--- src/misc_ctrl_pkg.sv ---
// misc_ctrl_pkg.sv: register map, field positions, reset values and timing for the misc control bank
// assumes a 25 MHz system clock; shared by the bank and its i2c target
package misc_ctrl_pkg;
	localparam logic [7:0] discharge_path_control_addr = 8'h98;
	localparam logic [7:0] thermal_sensor_control_addr = 8'h99;
	localparam logic [7:0] slow_timer_low_byte_addr = 8'ha0;
	localparam logic [7:0] slow_timer_high_byte_addr = 8'ha1;
	localparam logic [7:0] register_page_choice_addr = 8'hff;
	localparam logic [7:0] misc_status_addr = 8'ha2;
	localparam logic [7:0] soft_reset_control_addr = 8'ha3;
	localparam logic [7:0] reg_reset_value = 8'h00;
	localparam int vbus_off_bit = 0;
	localparam int vconn_off_bit = 1;
	localparam int thermal_on_bit = 0;
	localparam int thermal_live_bit = 4;
	localparam int page_bit = 0;
	localparam int expired_bit = 0;
	localparam int soft_reset_bit = 5;
	localparam logic [7:0] i2c_target_address = 8'h20;
	localparam int clk_hz = 25000000;
	localparam int tick_us = 1000;
	localparam int tick_cycles = clk_hz / 1000000 * tick_us;
endpackage : misc_ctrl_pkg

--- src/misc_i2c_target.sv ---
// misc_i2c_target.sv: i2c target, byte-wide register access with auto-incrementing pointer
// assumes scl and sda inputs already synchronous to clk; sda is open drain
`timescale 1ns/10ps
`default_nettype none
module misc_i2c_target (
	input wire logic clk, // system clock
	input wire logic rst, // synchronous reset
	input wire logic scl_in, // bus clock level
	input wire logic sda_in, // bus data level
	output logic sda_oe, // high pulls sda low
	output logic wr_stb, // one-cycle register write
	output logic rd_stb, // one-cycle register read taken
	output logic [7:0] addr, // register pointer
	output logic [7:0] wdata, // write data
	input wire logic [7:0] rdata // read data at pointer
);
	typedef enum logic [2:0] {
		st_idle = 3'b000, st_dev = 3'b001, st_ack = 3'b010, st_ptr = 3'b011,
		st_wr = 3'b100, st_rd = 3'b101, st_rack = 3'b110
	} i2c_e;
	i2c_e state, next_state;
	logic scl_q, sda_q, next_scl_q, next_sda_q;
	logic [7:0] sh, next_sh, next_addr, next_wdata;
	logic [3:0] cnt, next_cnt;
	logic rnw, next_rnw, next_oe, next_wr, next_rd, ptr_done, next_ptr_done;
	logic rise, fall, start, stop;
	assign rise = scl_in && !scl_q;
	assign fall = !scl_in && scl_q;
	assign start = scl_in && scl_q && sda_q && !sda_in;
	assign stop = scl_in && scl_q && !sda_q && sda_in;
	always_comb begin
		next_scl_q = scl_in;
		next_sda_q = sda_in;
		next_state = state;
		next_sh = sh;
		next_cnt = cnt;
		next_addr = addr;
		next_wdata = wdata;
		next_rnw = rnw;
		next_oe = sda_oe;
		next_wr = 1'b0;
		next_rd = 1'b0;
		next_ptr_done = ptr_done;
		if (start) begin
			next_state = st_dev;
			next_cnt = 4'h0;
			next_oe = 1'b0;
			next_ptr_done = 1'b0;
		end else if (stop) begin
			next_state = st_idle;
			next_oe = 1'b0;
		end else begin
			unique case (state)
				st_idle: begin
				end
				st_dev, st_ptr, st_wr: begin
					if (rise) begin
						next_sh = {sh[6:0], sda_in};
						next_cnt = cnt + 4'h1;
					end
					if (fall && cnt == 4'h8) begin
						next_cnt = 4'h0;
						if (state == st_dev) begin
							next_rnw = sh[0];
							next_oe = (sh[7:1] == misc_ctrl_pkg::i2c_target_address[6:0]);
							next_state = next_oe ? st_ack : st_idle;
						end else if (state == st_ptr) begin
							next_addr = sh;
							next_ptr_done = 1'b1;
							next_oe = 1'b1;
							next_state = st_ack;
						end else begin
							next_wdata = sh;
							next_wr = 1'b1;
							next_oe = 1'b1;
							next_state = st_ack;
						end
					end
				end
				st_ack: begin
					if (fall) begin
						next_oe = 1'b0;
						if (rnw) begin
							next_sh = rdata;
							next_oe = !rdata[7];
							next_cnt = 4'h1;
							next_rd = 1'b1;
							next_state = st_rd;
						end else begin
							if (next_wr == 1'b0 && ptr_done && cnt == 4'h0 && wr_stb == 1'b0)
								next_addr = addr;
							next_state = ptr_done ? st_wr : st_ptr;
						end
					end
					if (wr_stb)
						next_addr = addr + 8'h01;
				end
				st_rd: begin
					if (fall) begin
						if (cnt == 4'h8) begin
							next_oe = 1'b0;
							next_state = st_rack;
						end else begin
							next_oe = !sh[7 - cnt[2:0]];
							next_cnt = cnt + 4'h1;
						end
					end
				end
				st_rack: begin
					if (rise) begin
						next_addr = addr + 8'h01;
						next_state = sda_in ? st_idle : st_ack;
					end
				end
				default: next_state = st_idle;
			endcase
		end
	end
	always_ff @(posedge clk) begin
		if (rst) begin
			state <= st_idle;
			scl_q <= 1'b1;
			sda_q <= 1'b1;
			sh <= 8'h00;
			cnt <= 4'h0;
			addr <= 8'h00;
			wdata <= 8'h00;
			rnw <= 1'b0;
			sda_oe <= 1'b0;
			wr_stb <= 1'b0;
			rd_stb <= 1'b0;
			ptr_done <= 1'b0;
		end else begin
			state <= next_state;
			scl_q <= next_scl_q;
			sda_q <= next_sda_q;
			sh <= next_sh;
			cnt <= next_cnt;
			addr <= next_addr;
			wdata <= next_wdata;
			rnw <= next_rnw;
			sda_oe <= next_oe;
			wr_stb <= next_wr;
			rd_stb <= next_rd;
			ptr_done <= next_ptr_done;
		end
	end
endmodule : misc_i2c_target
`default_nettype wire

--- src/port_misc_control.sv ---
// port_misc_control.sv: discharge select, thermal sensor control, slow countdown timer, page select
// assumes i2c pins synchronous to clk and an external pull-up on the interrupt pin
`timescale 1ns/10ps
`default_nettype none
module port_misc_control #(
	parameter int tick_cycles = misc_ctrl_pkg::tick_cycles // cycles per timer count
) (
	input wire logic clk, // 25 MHz clock
	input wire logic rst, // synchronous reset
	input wire logic scl_in, // i2c clock level
	input wire logic sda_in, // i2c data level
	output logic sda_oe, // pulls sda low
	output logic int_oe, // pulls interrupt pin low
	input wire logic vconn_discharge_req, // vconn discharge condition
	input wire logic vbus_discharge_req, // vbus discharge condition
	input wire logic thermal_trip_raw, // detector output
	output logic vconn_discharge_on, // internal vconn discharge
	output logic vbus_discharge_on, // internal vbus discharge
	output logic thermal_sensor_on, // sensor enable
	output logic page_one // test page mapped
);
	logic wr_stb, rd_stb;
	logic [7:0] addr, wdata, rdata;
	logic [1:0] dis_bits, next_dis_bits;
	logic sens_en, next_sens_en, page, next_page, expired, next_expired;
	logic [7:0] lo_byte, next_lo_byte, hi_byte, next_hi_byte;
	logic [15:0] count, next_count;
	logic [$clog2(tick_cycles)-1:0] div, next_div;
	logic soft_rst, next_soft_rst, tick, clr;
	misc_i2c_target u_i2c (
		.clk(clk), .rst(rst), .scl_in(scl_in), .sda_in(sda_in), .sda_oe(sda_oe),
		.wr_stb(wr_stb), .rd_stb(rd_stb), .addr(addr), .wdata(wdata), .rdata(rdata)
	);
	assign clr = rst || soft_rst;
	assign tick = (div == '0) && (count != 16'h0000);
	always_comb begin
		next_dis_bits = dis_bits;
		next_sens_en = sens_en;
		next_page = page;
		next_lo_byte = lo_byte;
		next_hi_byte = hi_byte;
		next_count = count;
		next_div = div;
		next_expired = expired;
		next_soft_rst = 1'b0;
		if (count != 16'h0000)
			next_div = (div == '0) ? ($bits(div))'(tick_cycles - 1) : div - 1'b1;
		if (tick) begin
			next_count = count - 16'h0001;
			if (count == 16'h0001)
				next_expired = 1'b1;
		end
		if (wr_stb && !page) begin
			unique case (addr)
				misc_ctrl_pkg::discharge_path_control_addr: next_dis_bits = wdata[1:0];
				misc_ctrl_pkg::thermal_sensor_control_addr:
					next_sens_en = wdata[misc_ctrl_pkg::thermal_on_bit];
				misc_ctrl_pkg::slow_timer_low_byte_addr: next_lo_byte = wdata;
				misc_ctrl_pkg::slow_timer_high_byte_addr: begin
					next_hi_byte = wdata;
					next_count = {wdata, lo_byte};
					next_div = ($bits(div))'(tick_cycles - 1);
				end
				misc_ctrl_pkg::misc_status_addr:
					if (wdata[misc_ctrl_pkg::expired_bit] && !next_expired)
						next_expired = 1'b0;
					else if (wdata[misc_ctrl_pkg::expired_bit] && !(tick && count == 16'h0001))
						next_expired = 1'b0;
				misc_ctrl_pkg::soft_reset_control_addr:
					next_soft_rst = wdata[misc_ctrl_pkg::soft_reset_bit];
				default: begin
				end
			endcase
		end
		if (wr_stb && addr == misc_ctrl_pkg::register_page_choice_addr)
			next_page = wdata[misc_ctrl_pkg::page_bit];
	end
	always_ff @(posedge clk) begin
		if (clr) begin
			dis_bits <= 2'b00;
			sens_en <= 1'b0;
			page <= 1'b0;
			lo_byte <= misc_ctrl_pkg::reg_reset_value;
			hi_byte <= misc_ctrl_pkg::reg_reset_value;
			count <= 16'h0000;
			div <= '0;
			expired <= 1'b0;
			soft_rst <= 1'b0;
		end else begin
			dis_bits <= next_dis_bits;
			sens_en <= next_sens_en;
			page <= next_page;
			lo_byte <= next_lo_byte;
			hi_byte <= next_hi_byte;
			count <= next_count;
			div <= next_div;
			expired <= next_expired;
			soft_rst <= next_soft_rst;
		end
	end
	always_comb begin
		rdata = 8'h00;
		if (addr == misc_ctrl_pkg::register_page_choice_addr)
			rdata[misc_ctrl_pkg::page_bit] = page;
		else if (!page) begin
			unique case (addr)
				misc_ctrl_pkg::discharge_path_control_addr: rdata[1:0] = dis_bits;
				misc_ctrl_pkg::thermal_sensor_control_addr: begin
					rdata[misc_ctrl_pkg::thermal_on_bit] = sens_en;
					rdata[misc_ctrl_pkg::thermal_live_bit] = thermal_trip_raw;
				end
				misc_ctrl_pkg::slow_timer_low_byte_addr: rdata = lo_byte;
				misc_ctrl_pkg::slow_timer_high_byte_addr: rdata = hi_byte;
				misc_ctrl_pkg::misc_status_addr: rdata[misc_ctrl_pkg::expired_bit] = expired;
				misc_ctrl_pkg::soft_reset_control_addr:
					rdata[misc_ctrl_pkg::soft_reset_bit] = soft_rst;
				default: rdata = 8'h00;
			endcase
		end
	end
	assign vconn_discharge_on = vconn_discharge_req && !dis_bits[misc_ctrl_pkg::vconn_off_bit];
	assign vbus_discharge_on = vbus_discharge_req && !dis_bits[misc_ctrl_pkg::vbus_off_bit];
	assign thermal_sensor_on = sens_en;
	assign page_one = page;
	assign int_oe = expired;

	expire_flag_a: assert property (@(posedge clk) disable iff (clr)
		(tick && count == 16'h0001) |=> expired)
		else $error("expiry did not set flag");
	load_value_a: assert property (@(posedge clk) disable iff (clr)
		(wr_stb && !page && addr == misc_ctrl_pkg::slow_timer_high_byte_addr)
		|=> count == {$past(wdata), $past(lo_byte)})
		else $error("timer not loaded from bytes");
	low_stage_a: assert property (@(posedge clk) disable iff (clr)
		(wr_stb && addr == misc_ctrl_pkg::slow_timer_low_byte_addr && count == 16'h0000)
		|=> count == 16'h0000)
		else $error("low byte write changed timer");
	count_down_a: assert property (@(posedge clk) disable iff (clr)
		(tick && !wr_stb) |=> count == $past(count) - 16'h0001)
		else $error("timer did not decrement");
	zero_hold_a: assert property (@(posedge clk) disable iff (clr)
		(count == 16'h0000 && !wr_stb) |=> count == 16'h0000)
		else $error("stopped timer moved");
	live_trip_a: assert property (@(posedge clk) disable iff (clr)
		(!page && addr == misc_ctrl_pkg::thermal_sensor_control_addr)
		|-> rdata[misc_ctrl_pkg::thermal_live_bit] == thermal_trip_raw)
		else $error("live trip bit wrong");
	vbus_path_a: assert property (@(posedge clk) disable iff (clr)
		(wr_stb && !page && addr == misc_ctrl_pkg::discharge_path_control_addr) |=>
		vbus_discharge_on == (vbus_discharge_req && !wdata[misc_ctrl_pkg::vbus_off_bit]))
		else $error("vbus discharge select wrong");
	vconn_path_a: assert property (@(posedge clk) disable iff (clr)
		(wr_stb && !page && addr == misc_ctrl_pkg::discharge_path_control_addr) |=>
		vconn_discharge_on == (vconn_discharge_req && !wdata[misc_ctrl_pkg::vconn_off_bit]))
		else $error("vconn discharge select wrong");
	sensor_enable_a: assert property (@(posedge clk) disable iff (clr)
		(wr_stb && !page && addr == misc_ctrl_pkg::thermal_sensor_control_addr)
		|=> thermal_sensor_on == wdata[misc_ctrl_pkg::thermal_on_bit])
		else $error("sensor enable not taken");
	thermal_reserved_a: assert property (@(posedge clk) disable iff (clr)
		(!page && addr == misc_ctrl_pkg::thermal_sensor_control_addr)
		|-> (rdata & 8'hee) == 8'h00)
		else $error("thermal reserved bits set");
	reserved_zero_a: assert property (@(posedge clk) disable iff (clr)
		(!page && addr == misc_ctrl_pkg::discharge_path_control_addr)
		|-> (rdata & 8'hfc) == 8'h00)
		else $error("discharge reserved bits set");
	high_write_a: assert property (@(posedge clk) disable iff (clr)
		(wr_stb && !page && addr == misc_ctrl_pkg::slow_timer_high_byte_addr)
		|=> hi_byte == wdata)
		else $error("high byte not kept");
	high_readback_a: assert property (@(posedge clk) disable iff (clr)
		(!page && addr == misc_ctrl_pkg::slow_timer_high_byte_addr)
		|-> rdata == hi_byte)
		else $error("high byte readback wrong");
	prescale_step_a: assert property (@(posedge clk) disable iff (clr)
		(count != 16'h0000 && div != '0 && !wr_stb)
		|=> div == $past(div) - 1'b1)
		else $error("prescaler did not step");
	zero_load_a: assert property (@(posedge clk) disable iff (clr)
		(wr_stb && !page && addr == misc_ctrl_pkg::slow_timer_high_byte_addr
		&& wdata == 8'h00 && lo_byte == 8'h00 && !expired && count != 16'h0001)
		|=> (count == 16'h0000 && !expired))
		else $error("zero load did not stop timer");
	expire_clear_a: assert property (@(posedge clk) disable iff (clr)
		(wr_stb && !page && addr == misc_ctrl_pkg::misc_status_addr
		&& wdata[misc_ctrl_pkg::expired_bit] && !(tick && count == 16'h0001))
		|=> !expired)
		else $error("expired flag not cleared");
	int_drive_a: assert property (@(posedge clk) disable iff (clr)
		(tick && count == 16'h0001) |=> int_oe)
		else $error("interrupt pin not driven");
	page_select_a: assert property (@(posedge clk) disable iff (clr)
		(wr_stb && addr == misc_ctrl_pkg::register_page_choice_addr)
		|=> page_one == wdata[misc_ctrl_pkg::page_bit])
		else $error("page select not taken");
	page_hide_a: assert property (@(posedge clk) disable iff (clr)
		(page && addr != misc_ctrl_pkg::register_page_choice_addr)
		|-> rdata == 8'h00)
		else $error("page one register visible");
	soft_defaults_a: assert property (@(posedge clk) disable iff (rst)
		soft_rst |=> (!thermal_sensor_on && !int_oe && !expired
		&& lo_byte == misc_ctrl_pkg::reg_reset_value
		&& hi_byte == misc_ctrl_pkg::reg_reset_value))
		else $error("soft reset left state");
	soft_reset_a: assert property (@(posedge clk) disable iff (rst)
		soft_rst |=> (count == 16'h0000 && !page && !soft_rst && dis_bits == 2'b00))
		else $error("soft reset did not restore");
	readback_a: assert property (@(posedge clk) disable iff (clr)
		(!page && addr == misc_ctrl_pkg::slow_timer_low_byte_addr) |-> rdata == lo_byte)
		else $error("low byte readback wrong");
endmodule : port_misc_control
`default_nettype wire

--- config.mk ---
export PLATFORM = sky130hd
export DESIGN_NAME = port_misc_control
export DESIGN_NICKNAME = d
export VERILOG_FILES = /design/src/misc_ctrl_pkg.sv /design/src/misc_i2c_target.sv /design/src/port_misc_control.sv
export SDC_FILE = /design/constraint.sdc
export NUM_CORES = 1
export LEC_CHECK = 0
export BUFFER_PORTS_ARGS = -buffer_cell sky130_fd_sc_hd__clkbuf_2
export CAP_MARGIN = 20
export CELL_PAD_IN_SITES_DETAIL_PLACEMENT = 1
export CELL_PAD_IN_SITES_GLOBAL_PLACEMENT = 1
export CORE_ASPECT_RATIO = 1.1
export CORE_MARGIN = 4
export CORE_UTILIZATION = 35
export CTS_CLUSTER_DIAMETER = 100
export CTS_CLUSTER_SIZE = 8
export DETAILED_ROUTE_END_ITERATION = 8
export GPL_TIMING_DRIVEN = 0
export PLACE_DENSITY_LB_ADDON = 0.08
export SYNTH_ARGS = -nofsm -noshare
export SYNTH_HDL_FRONTEND = slang
export SYNTH_HIERARCHICAL = 1
export SYNTH_SLANG_ARGS = --single-unit
export TNS_END_PERCENT = 10
--- constraint.sdc ---
create_clock -name clk -period 2.4 [get_ports clk]
set_clock_uncertainty 0.2 [all_clocks]
set_input_delay 0.24 -clock clk [delete_from_list [all_inputs] [get_ports clk]]
set_output_delay 0.24 -clock clk [all_outputs]
set_load 0.05 [all_outputs]
==> run_results.csv, run 1 <==
group,metric,value,unit
clock_network,clk_transition_reported_paths,0.06,ns
placement,dp_slack,-0.243,ns
grt,grt_util_all_layers,0.195,
grt,antenna_found_initial,0,
cells_and_area,layout.nets,655,
critical_path,crit-reg2reg-launch,"u_i2c/cnt[0]",
worst_hold_path,hp-start,"rst",
critical_path,timing.critical_path.from,"u_i2c/cnt[0]",
cells_and_area,syn_to_final_growth,15.1,%
synthesis,avgSynthCellArea,8.26,µm²
sta,max_freq,436,MHz
drt,avgRoutedWirePerCell,18.6,µm
critical_path,cp.buffers_inverters,1,
sta,finalCritPeriodShare,0.955,
die,die_area,16500,µm²
sta,max_slew.worst_pin.slew,0.641,ns
synthesis,synth_warnings,6,
grt,grt-ovfl-total,0,
die,io-pin-count,13,
power_and_ir_drop,worst_ir_drop_vdd,0.000335,V
die,core_area,14000,µm²
critical_path,critPathArrivalTime,2.35,ns
critical_path,timing.critical_path.slowest_cell_delay,0.43,ns
cells_and_area,fillers,1675,
critical_path,timing.critical_path.cells,"inv_1 > ha_1 > and3b_4 > o311a_4 > a311oi_4 > nor2_1 > a211oi_2",
synthesis,post_synthesis_instance_total,613,
critical_path,endpoint_kind,"flip-flop",
critical_path,critPathTopFamily,"compound AO/OA/AOI/OAI gates",
power_and_ir_drop,power_leakage,2.15,nW
sta,finalMaxSlewViolations,0,
synthesis,post_synth_instance_area,5060,µm²
clock_network,worstSkewPairLatency,0.34,ns
sta,layout_setup_ws,0.109,ns
sta,setup_total_negative_slack,0,ns
sta,hold_viol_final,0,
power_and_ir_drop,p_int,2.52,mW
grt,wire_length_of_the_first_global_routing_pass,25600,µm
power_and_ir_drop,power_frac_comb,0.047,
sta,setup-violations-final,0,
power_and_ir_drop,power_switching,0.703,mW
synthesis,synth_fp_nets,628,
power_and_ir_drop,netSwitchingFraction,0.218,
critical_path,cp_max_fo,7,
cells_and_area,antenna_cells_inserted,0,
die,die-width,123,µm
drt,ant_nets,0,
power_and_ir_drop,post-layout-total-power,3.22,mW
drt,routed_via_density,5.62,
clock_network,cts.root.buffer_cell,"clkbuf_16",
drt,drt_pass1_iterations,4,
die,die_h,134,µm
clock_network,tritoncts,"done",
clock_network,max-clock-path-buffers,2,
power_and_ir_drop,power.share.clock,0.483,
cells_and_area,post_route_cells_drive_above_1_share,0.146,
sta,slew-limit-headroom,0.572,
clock_network,cts.htree.levels,3,
critical_path,crit_required,2.46,ns
die,std_cell_rows,45,
die,floorplan.initialDensity,0.361,
drt,drc,0,
worst_hold_path,timing.hold.worst.class,"input port to flip-flop",
power_and_ir_drop,power.density_cell_area,552,nW/µm²
status,status,"finished clean",
critical_path,criticalPathCategory,"flip-flop to flip-flop",
drt,routed_wl,15500,µm
grt,grt_pass1_vias,4829,
placement,place.port_buffers,10,
placement,gp_routability_congestion,0.847,
sta,finalCriticalPeriod,2.29,ns
clock_network,sink_count,90,
drt,vias,4676,
job,cap_violations,0,
power_and_ir_drop,share_seq_of_total_power,0.470,
clock_network,cts_buffers,9,
critical_path,crit_path_start_kind,"flip-flop",
placement,post-dp-hpwl,11700,µm
drt,drt_iter0_markers,183,
grt,grt_max_degree,14,
critical_path,cpMaxStageDelayCell,"a311oi_4",
cells_and_area,postLayoutCoreUtil,0.416,
-- registers in the layout, indices dropped and copies added, names as in the netlist, 2 cells and up --
name and count:
count 16, dis_bits 2, div 15, hi_byte 8
lo_byte 8, u_i2c/addr 8, u_i2c/cnt 4, u_i2c/sh 8
u_i2c/state 3, u_i2c/wdata 8
-- path summary, 6_finish.rpt --
check | endpoint | slack, ns | depth (start not counted)
worst min-delay path | u_i2c/cnt[3] | 0.18 | 4
worst max register to register | u_i2c/cnt[0] | 0.11 | 7
worst max-delay path | u_i2c/cnt[0] | 0.11 | 7
worst min register to register | hi_byte[4] | 0.25 | 2
-- stage by stage --
step	hold slack (ns)	instance area, µm²	cells
after floorplan	0.218	5060	613
after global placement	0.240	5350	811
after detailed placement	0.247	5350	811
after CTS	0.179	5740	827
after global routing	0.206	5830	832
final	0.177	5830	832
-- metal layers --
metal	vias to the layer above	track usage	wire length [µm]
met5	-	0	0
met4	0	0.0647	325
met3	25	0.0329	374
met2	61	0.348	7990
met1	2324	0.235	6820
li1	2266	-	-
-- area by class of cell --
cell class                      count  area (µm²)  area share
Clock buffer                       13         260      0.0446
Sequential cell                    90        1820       0.312
Inverter                           10        37.5     0.00644
Tap cell                          188         235      0.0404
Buffer                             36         219      0.0376
Timing Repair Buffer               17         108      0.0185
Multi-Input combinational cell    476        3090       0.531
Clock inverter                      2        60.1      0.0103
-- cells in the final DEF (no fill, tap or decap), types with 4 or more instances in the layout --
cell type and count:
dfxtp_1 84, nor2_1 67, nand2_1 64, a21oi_1 48
o21ai_0 40, mux2i_1 25, nor3_1 25, xnor2_1 23
nand3_1 17, clkbuf_1 16, clkbuf_2 15, a311oi_1 11
inv_1 10, nand2b_1 10, clkbuf_16 9, or3_1 8
nor4_1 8, a31oi_1 8, ha_1 8, nor3b_1 7
buf_4 7, nand4_1 6, or2_2 6, nor2b_1 6
o31ai_1 6, nor4_4 5, buf_6 5, mux2_2 4
a22oi_1 4, nand4b_1 4, buf_2 4, nand3b_1 4
clkbuf_8 4
-- power groups by stage --
stage / sequential (mW) / combinational, mW / clock (mW)
floorplan: 1.54 / 0.107 / 0
global placement: 1.55 / 0.145 / 0
detailed placement: 1.55 / 0.149 / 0
CTS: 1.52 / 0.152 / 1.60
global route: 1.51 / 0.165 / 1.66
finish: 1.51 / 0.150 / 1.56
-- worst register-to-register path, stage by stage, from the launching register on --
cell	delay (ns)
dfxtp_4	0.38
inv_1	0.06
ha_1	0.24
and3b_4	0.22
o311a_4	0.37
a311oi_4	0.43
nor2_1	0.09
a211oi_2	0.20
-- timing repair --
action | in CTS | in global routing
resized for setup | 9 | 22
hold endpoints to repair | 2 | 0
endpoints found under the setup margin | 58 | 51
buffers inserted | 0 | 5
hold buffers | 2 | 0
pin swaps | 2 | 6
(Power assumes the default switching activity.)
==> run 2, diff against run 1 <==
==> constraint.sdc (replaced) <==
create_clock -name clk -period 2.69 [get_ports clk]
set_clock_uncertainty 0.2 [all_clocks]
set_input_delay 0.269 -clock clk [delete_from_list [all_inputs] [get_ports clk]]
set_output_delay 0.269 -clock clk [all_outputs]
set_load 0.05 [all_outputs]
==> run 2 against run 1 <==
  * Design area is 2.0% lower
  * Core utilization is 0.85 points lower
  * Final cell count is 0.48% lower
  * Non-clock buffer count is 4 lower
  * Count of clock-buffer cells in the layout stayed put
  * Via count is 0.51% lower
  * Global-route usage is 0.052 points lower
  * Power is 11% lower
  * Combinational power is 11% lower
  * Fmax is 7.8% lower
  * Largest cell class unchanged
  * First-iteration DRC count is 21% higher
  * Critical path type unchanged
  * Critical path depth stayed put
==> run_results.csv, run 2 (synthesized netlist as in run 1, its figures left out) <==
group,metric,value,unit
clock_network,tritoncts,"done",
clock_network,clk_transition_reported_paths,0.06,ns
critical_path,cp.buffers_inverters,1,
cells_and_area,biggestRegsByFlops,"count (16), div (15)",
critical_path,timing.critical_path.slowest_cell_delay,0.50,ns
sta,setup_total_negative_slack,0,ns
cells_and_area,post_route_cells_drive_above_1_share,0.120,
sta,max_freq,402,MHz
cells_and_area,layout_commonest_cell,"dfxtp_1",
drt,drc,0,
cells_and_area,antenna_cells_inserted,0,
clock_network,cts_buffers,9,
critical_path,endpoint_kind,"flip-flop",
grt,grt_util_all_layers,0.195,
sta,slew-limit-headroom,0.581,
grt,antenna_found_initial,0,
drt,drt_pass1_iterations,4,
critical_path,timing.critical_path.cells,"clkbuf_1 > nand2b_1 > nor4_1 > a221oi_1 > o21ai_0 > nand2_1 > a311oi_1",
clock_network,sink_count,90,
cells_and_area,syn_to_final_growth,12.8,%
grt,grt_pass1_vias,4810,
die,floorplan.initialDensity,0.361,
sta,hold_viol_final,0,
critical_path,crit_path_start_kind,"flip-flop",
sta,setup-violations-final,0,
placement,place.port_buffers,10,
sta,max_slew.worst_pin.slew,0.623,ns
grt,wire_length_of_the_first_global_routing_pass,25500,µm
sta,finalCriticalPeriod,2.49,ns
clock_network,worstSkewPairLatency,0.34,ns
placement,placedInstanceArea,5350,µm²
sta,grt_setup_unrepaired,"false",
critical_path,criticalPathCategory,"flip-flop to flip-flop",
die,die_h,134,µm
die,die_area,16500,µm²
cells_and_area,fillers,1692,
die,io-pin-count,13,
placement,gp_routability_congestion,0.847,
job,cap_violations,0,
die,core_area,14000,µm²
critical_path,cpMaxStageDelayCell,"nor4_1",
cells_and_area,flip_flop_count_of_the_largest_register_all_copies_and_words_added,16,
placement,dp_slack,0.0467,ns
clock_network,cts.htree.levels,3,
clock_network,postCtsSetupRepairBufs,0,
drt,vias,4652,
sta,finalMaxSlewViolations,0,
cells_and_area,stdcell_area,5710,µm²
cells_and_area,layout.nets,651,
power_and_ir_drop,power_leakage,2.09,nW
drt,ant_nets,0,
cells_and_area,postLayoutCoreUtil,0.407,
grt,grt_max_degree,14,
sta,layout_setup_ws,0.205,ns
critical_path,crit_required,2.75,ns
clock_network,cts.root.buffer_cell,"clkbuf_16",
drt,avgRoutedWirePerCell,18.7,µm
drt,routed_wl,15500,µm
cells_and_area,largest_register_by_flop_count,"count",
drt,routed_via_density,5.62,
sta,finalCritPeriodShare,0.924,
placement,post-dp-hpwl,11700,µm
critical_path,critPathTopFamily,"simple AND/OR/NAND/NOR gates",
drt,drt_iter0_markers,222,
die,std_cell_rows,45,
cells_and_area,most-common-layout-cells,"90 x dfxtp_1, 68 x nor2_1, 64 x nand2_1",
die,die-width,123,µm
critical_path,critPathArrivalTime,2.54,ns
clock_network,max-clock-path-buffers,2,
critical_path,cp_max_fo,10,
status,status,"finished clean",
power_and_ir_drop,worst_ir_drop_vdd,0.000298,V
worst_hold_path,timing.hold.worst.class,"input port to flip-flop",
power_and_ir_drop,power.density_cell_area,503,nW/µm²
grt,grt-ovfl-total,0,
-- run 2: repair_timing --
action	4_1_cts	5_1_grt
endpoints found under the setup margin	0	27
gates resized for setup	0	7
endpoints found under the hold margin	2	0
hold buffers	2	0
-- run 2: final cells by class --
cell class                 instances  area, µm²  share of cell area
multi-input combinational        476       3030               0.531
tap                              188        235              0.0412
buffer                            37        211              0.0370
clock buffer                      13        260              0.0456
sequential                        90       1800               0.316
timing repair buffer              12       70.1              0.0123
inverter                          10       37.5             0.00657
clock inverter                     2       60.1              0.0105
-- run 2: worst paths after layout --
kind	endpoint	cells after the start	startpoint	slack (ns)
hold reg to reg	hi_byte[5]	2	hi_byte[5]	0.26
setup reg to reg	u_i2c/sh[0]	7	u_i2c/addr[1]	0.20
setup / recovery	u_i2c/sh[0]	7	u_i2c/addr[1]	0.20
hold / removal	u_i2c/cnt[3]	4	rst	0.21
-- run 2: through the flow --
stage,power (mW),hold slack (ns),instances
after floorplan,1.47,0.233,613
after global placement,1.51,0.240,811
after detailed placement,1.52,0.247,811
after CTS,2.92,0.208,828
after global routing,2.98,0.234,828
final,2.87,0.208,828
-- run 2: worst reg2reg max path: stages (launching register included) --
cell and delay [ns]:
dfxtp_1 0.37, clkbuf_1 0.26, nand2b_1 0.25, nor4_1 0.50, a221oi_1 0.19, o21ai_0 0.28, nand2_1 0.11, a311oi_1 0.24
-- run 2: where the power goes --
| part | leakage (nW) | switching (mW) | total, mW | internal, mW |
|---|---|---|---|---|
| combinational | 1.21 | 0.0865 | 0.134 | 0.0474 |
| clock | 0.156 | 0.525 | 1.39 | 0.861 |
| sequential | 0.726 | 0.0142 | 1.35 | 1.34 |
| total | 2.09 | 0.625 | 2.87 | 2.25 |
-- run 2: per-layer routing --
layer / vias to the layer above / wire (µm) / GRT usage
li1: 2260 / - / -
met1: 2314 / 6840 / 0.235
met2: 58 / 7990 / 0.347
met3: 20 / 371 / 0.0329
met4: 0 / 305 / 0.0647
met5: - / 0 / 0
==> run 3, diff against run 2 <==
--- a/config.mk
+++ b/config.mk
@@ -5,11 +5,11 @@
 export SDC_FILE = /design/constraint.sdc
 export NUM_CORES = 1
 export LEC_CHECK = 0
+export ABC_AREA = 1
 export BUFFER_PORTS_ARGS = -buffer_cell sky130_fd_sc_hd__clkbuf_2
 export CAP_MARGIN = 20
 export CELL_PAD_IN_SITES_DETAIL_PLACEMENT = 1
 export CELL_PAD_IN_SITES_GLOBAL_PLACEMENT = 1
-export CORE_ASPECT_RATIO = 1.1
 export CORE_MARGIN = 4
 export CORE_UTILIZATION = 35
 export CTS_CLUSTER_DIAMETER = 100
==> run 3 against run 2 <==
  * Core utilization fell by 1.1 points
  * Worst hold slack got worse by 0.21 ns
  * Largest cell class unchanged
  * Clock power fell by 8%
  * Combinational power rose to 32 times the previous value
  * Critical path type unchanged
==> run_results.csv, run 3 <==
group,metric,value,unit
cells_and_area,post_route_cells_drive_above_1_share,0.140,
die,std_cell_rows,46,
drt,avgRoutedWirePerCell,15.1,µm
grt,grt_pass1_vias,5863,
cells_and_area,largest_register_by_flop_count,"count",
clock_network,cts.htree.levels,3,
cells_and_area,antenna_cells_inserted,0,
synthesis,post_synthesis_instance_total,892,
sta,layout_setup_ws,0.363,ns
critical_path,crit_path_start_kind,"flip-flop",
sta,grt_setup_unrepaired,"false",
clock_network,post_cts.resized_instances,0,
die,floorplan.initialDensity,0.357,
critical_path,endpoint_kind,"flip-flop",
grt,antenna_found_initial,0,
power_and_ir_drop,worst_ir_drop_vdd,0.000707,V
critical_path,critPathArrivalTime,2.37,ns
power_and_ir_drop,power.density_cell_area,1180,nW/µm²
cells_and_area,most-common-layout-cells,"253 x nand2_1, 121 x nor2_1, 102 x inv_1",
placement,post-dp-hpwl,13700,µm
clock_network,postCtsSetupRepairBufs,0,
sta,finalCriticalPeriod,2.33,ns
grt,grt_util_all_layers,0.196,
synthesis,synth_fp_nets,907,
sta,finalMaxSlewViolations,0,
worst_hold_path,timing.hold.worst.class,"input port to flip-flop",
cells_and_area,layout.nets,931,
drt,routed_via_density,4.98,
drt,routed_wl,17200,µm
placement,place.port_buffers,12,
placement,dp_slack,0.368,ns
cells_and_area,biggestRegsByFlops,"count (16), div (15)",
grt,wire_length_of_the_first_global_routing_pass,29000,µm
synthesis,post_synth_instance_area,5700,µm²
sta,hold_viol_final,0,
sta,max_freq,430,MHz
job,cap_violations,0,
drt,drc,0,
die,die_h,136,µm
critical_path,cp_max_fo,10,
grt,grt_max_degree,15,
power_and_ir_drop,power_leakage,3.01,nW
drt,drt_pass1_iterations,5,
clock_network,sink_count,90,
clock_network,worstSkewPairLatency,0.35,ns
clock_network,cts.root.buffer_cell,"clkbuf_16",
clock_network,clk_transition_reported_paths,0.07,ns
power_and_ir_drop,post-layout-total-power,7.49,mW
synthesis,synth_warnings,6,
die,die-width,136,µm
status,status,"finished clean",
critical_path,crit_required,2.73,ns
cells_and_area,layout_commonest_cell,"nand2_1",
drt,vias,5658,
sta,whs,0.00161,ns
grt,grt-ovfl-total,0,
sta,max_slew.worst_pin.slew,0.635,ns
drt,drt_iter0_markers,257,
clock_network,max-clock-path-buffers,2,
placement,gp_routability_congestion,0.855,
cells_and_area,syn_to_final_growth,11.0,%
clock_network,tritoncts,"done",
sta,setup_total_negative_slack,0,ns
drt,ant_nets,0,
critical_path,criticalPathCategory,"flip-flop to flip-flop",
sta,slew-limit-headroom,0.577,
synthesis,avgSynthCellArea,6.39,µm²
sta,finalCritPeriodShare,0.865,
sta,setup-violations-final,0,
clock_network,cts_buffers,9,
die,io-pin-count,13,
clock_network,post_cts_hold_buffer_count,1,
cells_and_area,flip_flop_count_of_the_largest_register_all_copies_and_words_added,16,
die,core_area,15900,µm²
die,die_area,18400,µm²
[run 3: worst max-delay path, stage by stage, from the launching register on]
cell      delay, ns
dfxtp_1        0.31
clkbuf_1       0.21
inv_1          0.21
ha_1           0.20
nand2_1        0.09
nor2_4         0.13
nand2_4        0.12
o21ai_2        0.17
inv_1          0.09
nor2_4         0.26
nand2_1        0.10
nand2_1        0.08
a21oi_1        0.05
[run 3: layer usage]
layer	up-vias	part of all wire	global-route usage
met3	23	0.019	0.0264
met1	2713	0.45	0.238
li1	2860	-	-
met2	62	0.51	0.355
met4	0	0.018	0.0622
met5	-	0	0
[run 3: cell type report]
type	instances	area, µm²
Fill cell	2151	9620
Multi-Input combinational cell	665	3330
Sequential cell	90	1800
Inverter	118	445
Tap cell	216	270
Clock buffer	11	233
Buffer	19	124
Timing Repair Buffer	13	70.1
Clock inverter	5	55.1
[run 3: power by group]
group / switching, mW / internal (mW)
combinational: 2.81 / 1.48
sequential: 0.328 / 1.59
clock: 0.557 / 0.719
[run 3: through the flow]
step / cell area, µm² / std cells / util
2_1_floorplan: 5700 / 892 / -
3_3_place_gp: 6030 / 1120 / 0.378
3_5_place_dp: 6030 / 1120 / 0.378
4_1_cts: 6320 / 1137 / 0.397
5_1_grt: 6320 / 1137 / 0.397
6_report: 6320 / 1137 / 0.397
[run 3: path summary, 6_finish.rpt]
kind	startpoint	to	slack, ns	cells after the start
setup / recovery	u_i2c/cnt[0]	u_i2c/addr[4]	0.36	12
hold reg to reg	hi_byte[5]	hi_byte[5]	0.27	2
hold / removal	sda_in	u_i2c/sda_q	0.002	3
setup reg to reg	u_i2c/cnt[0]	u_i2c/addr[4]	0.36	12
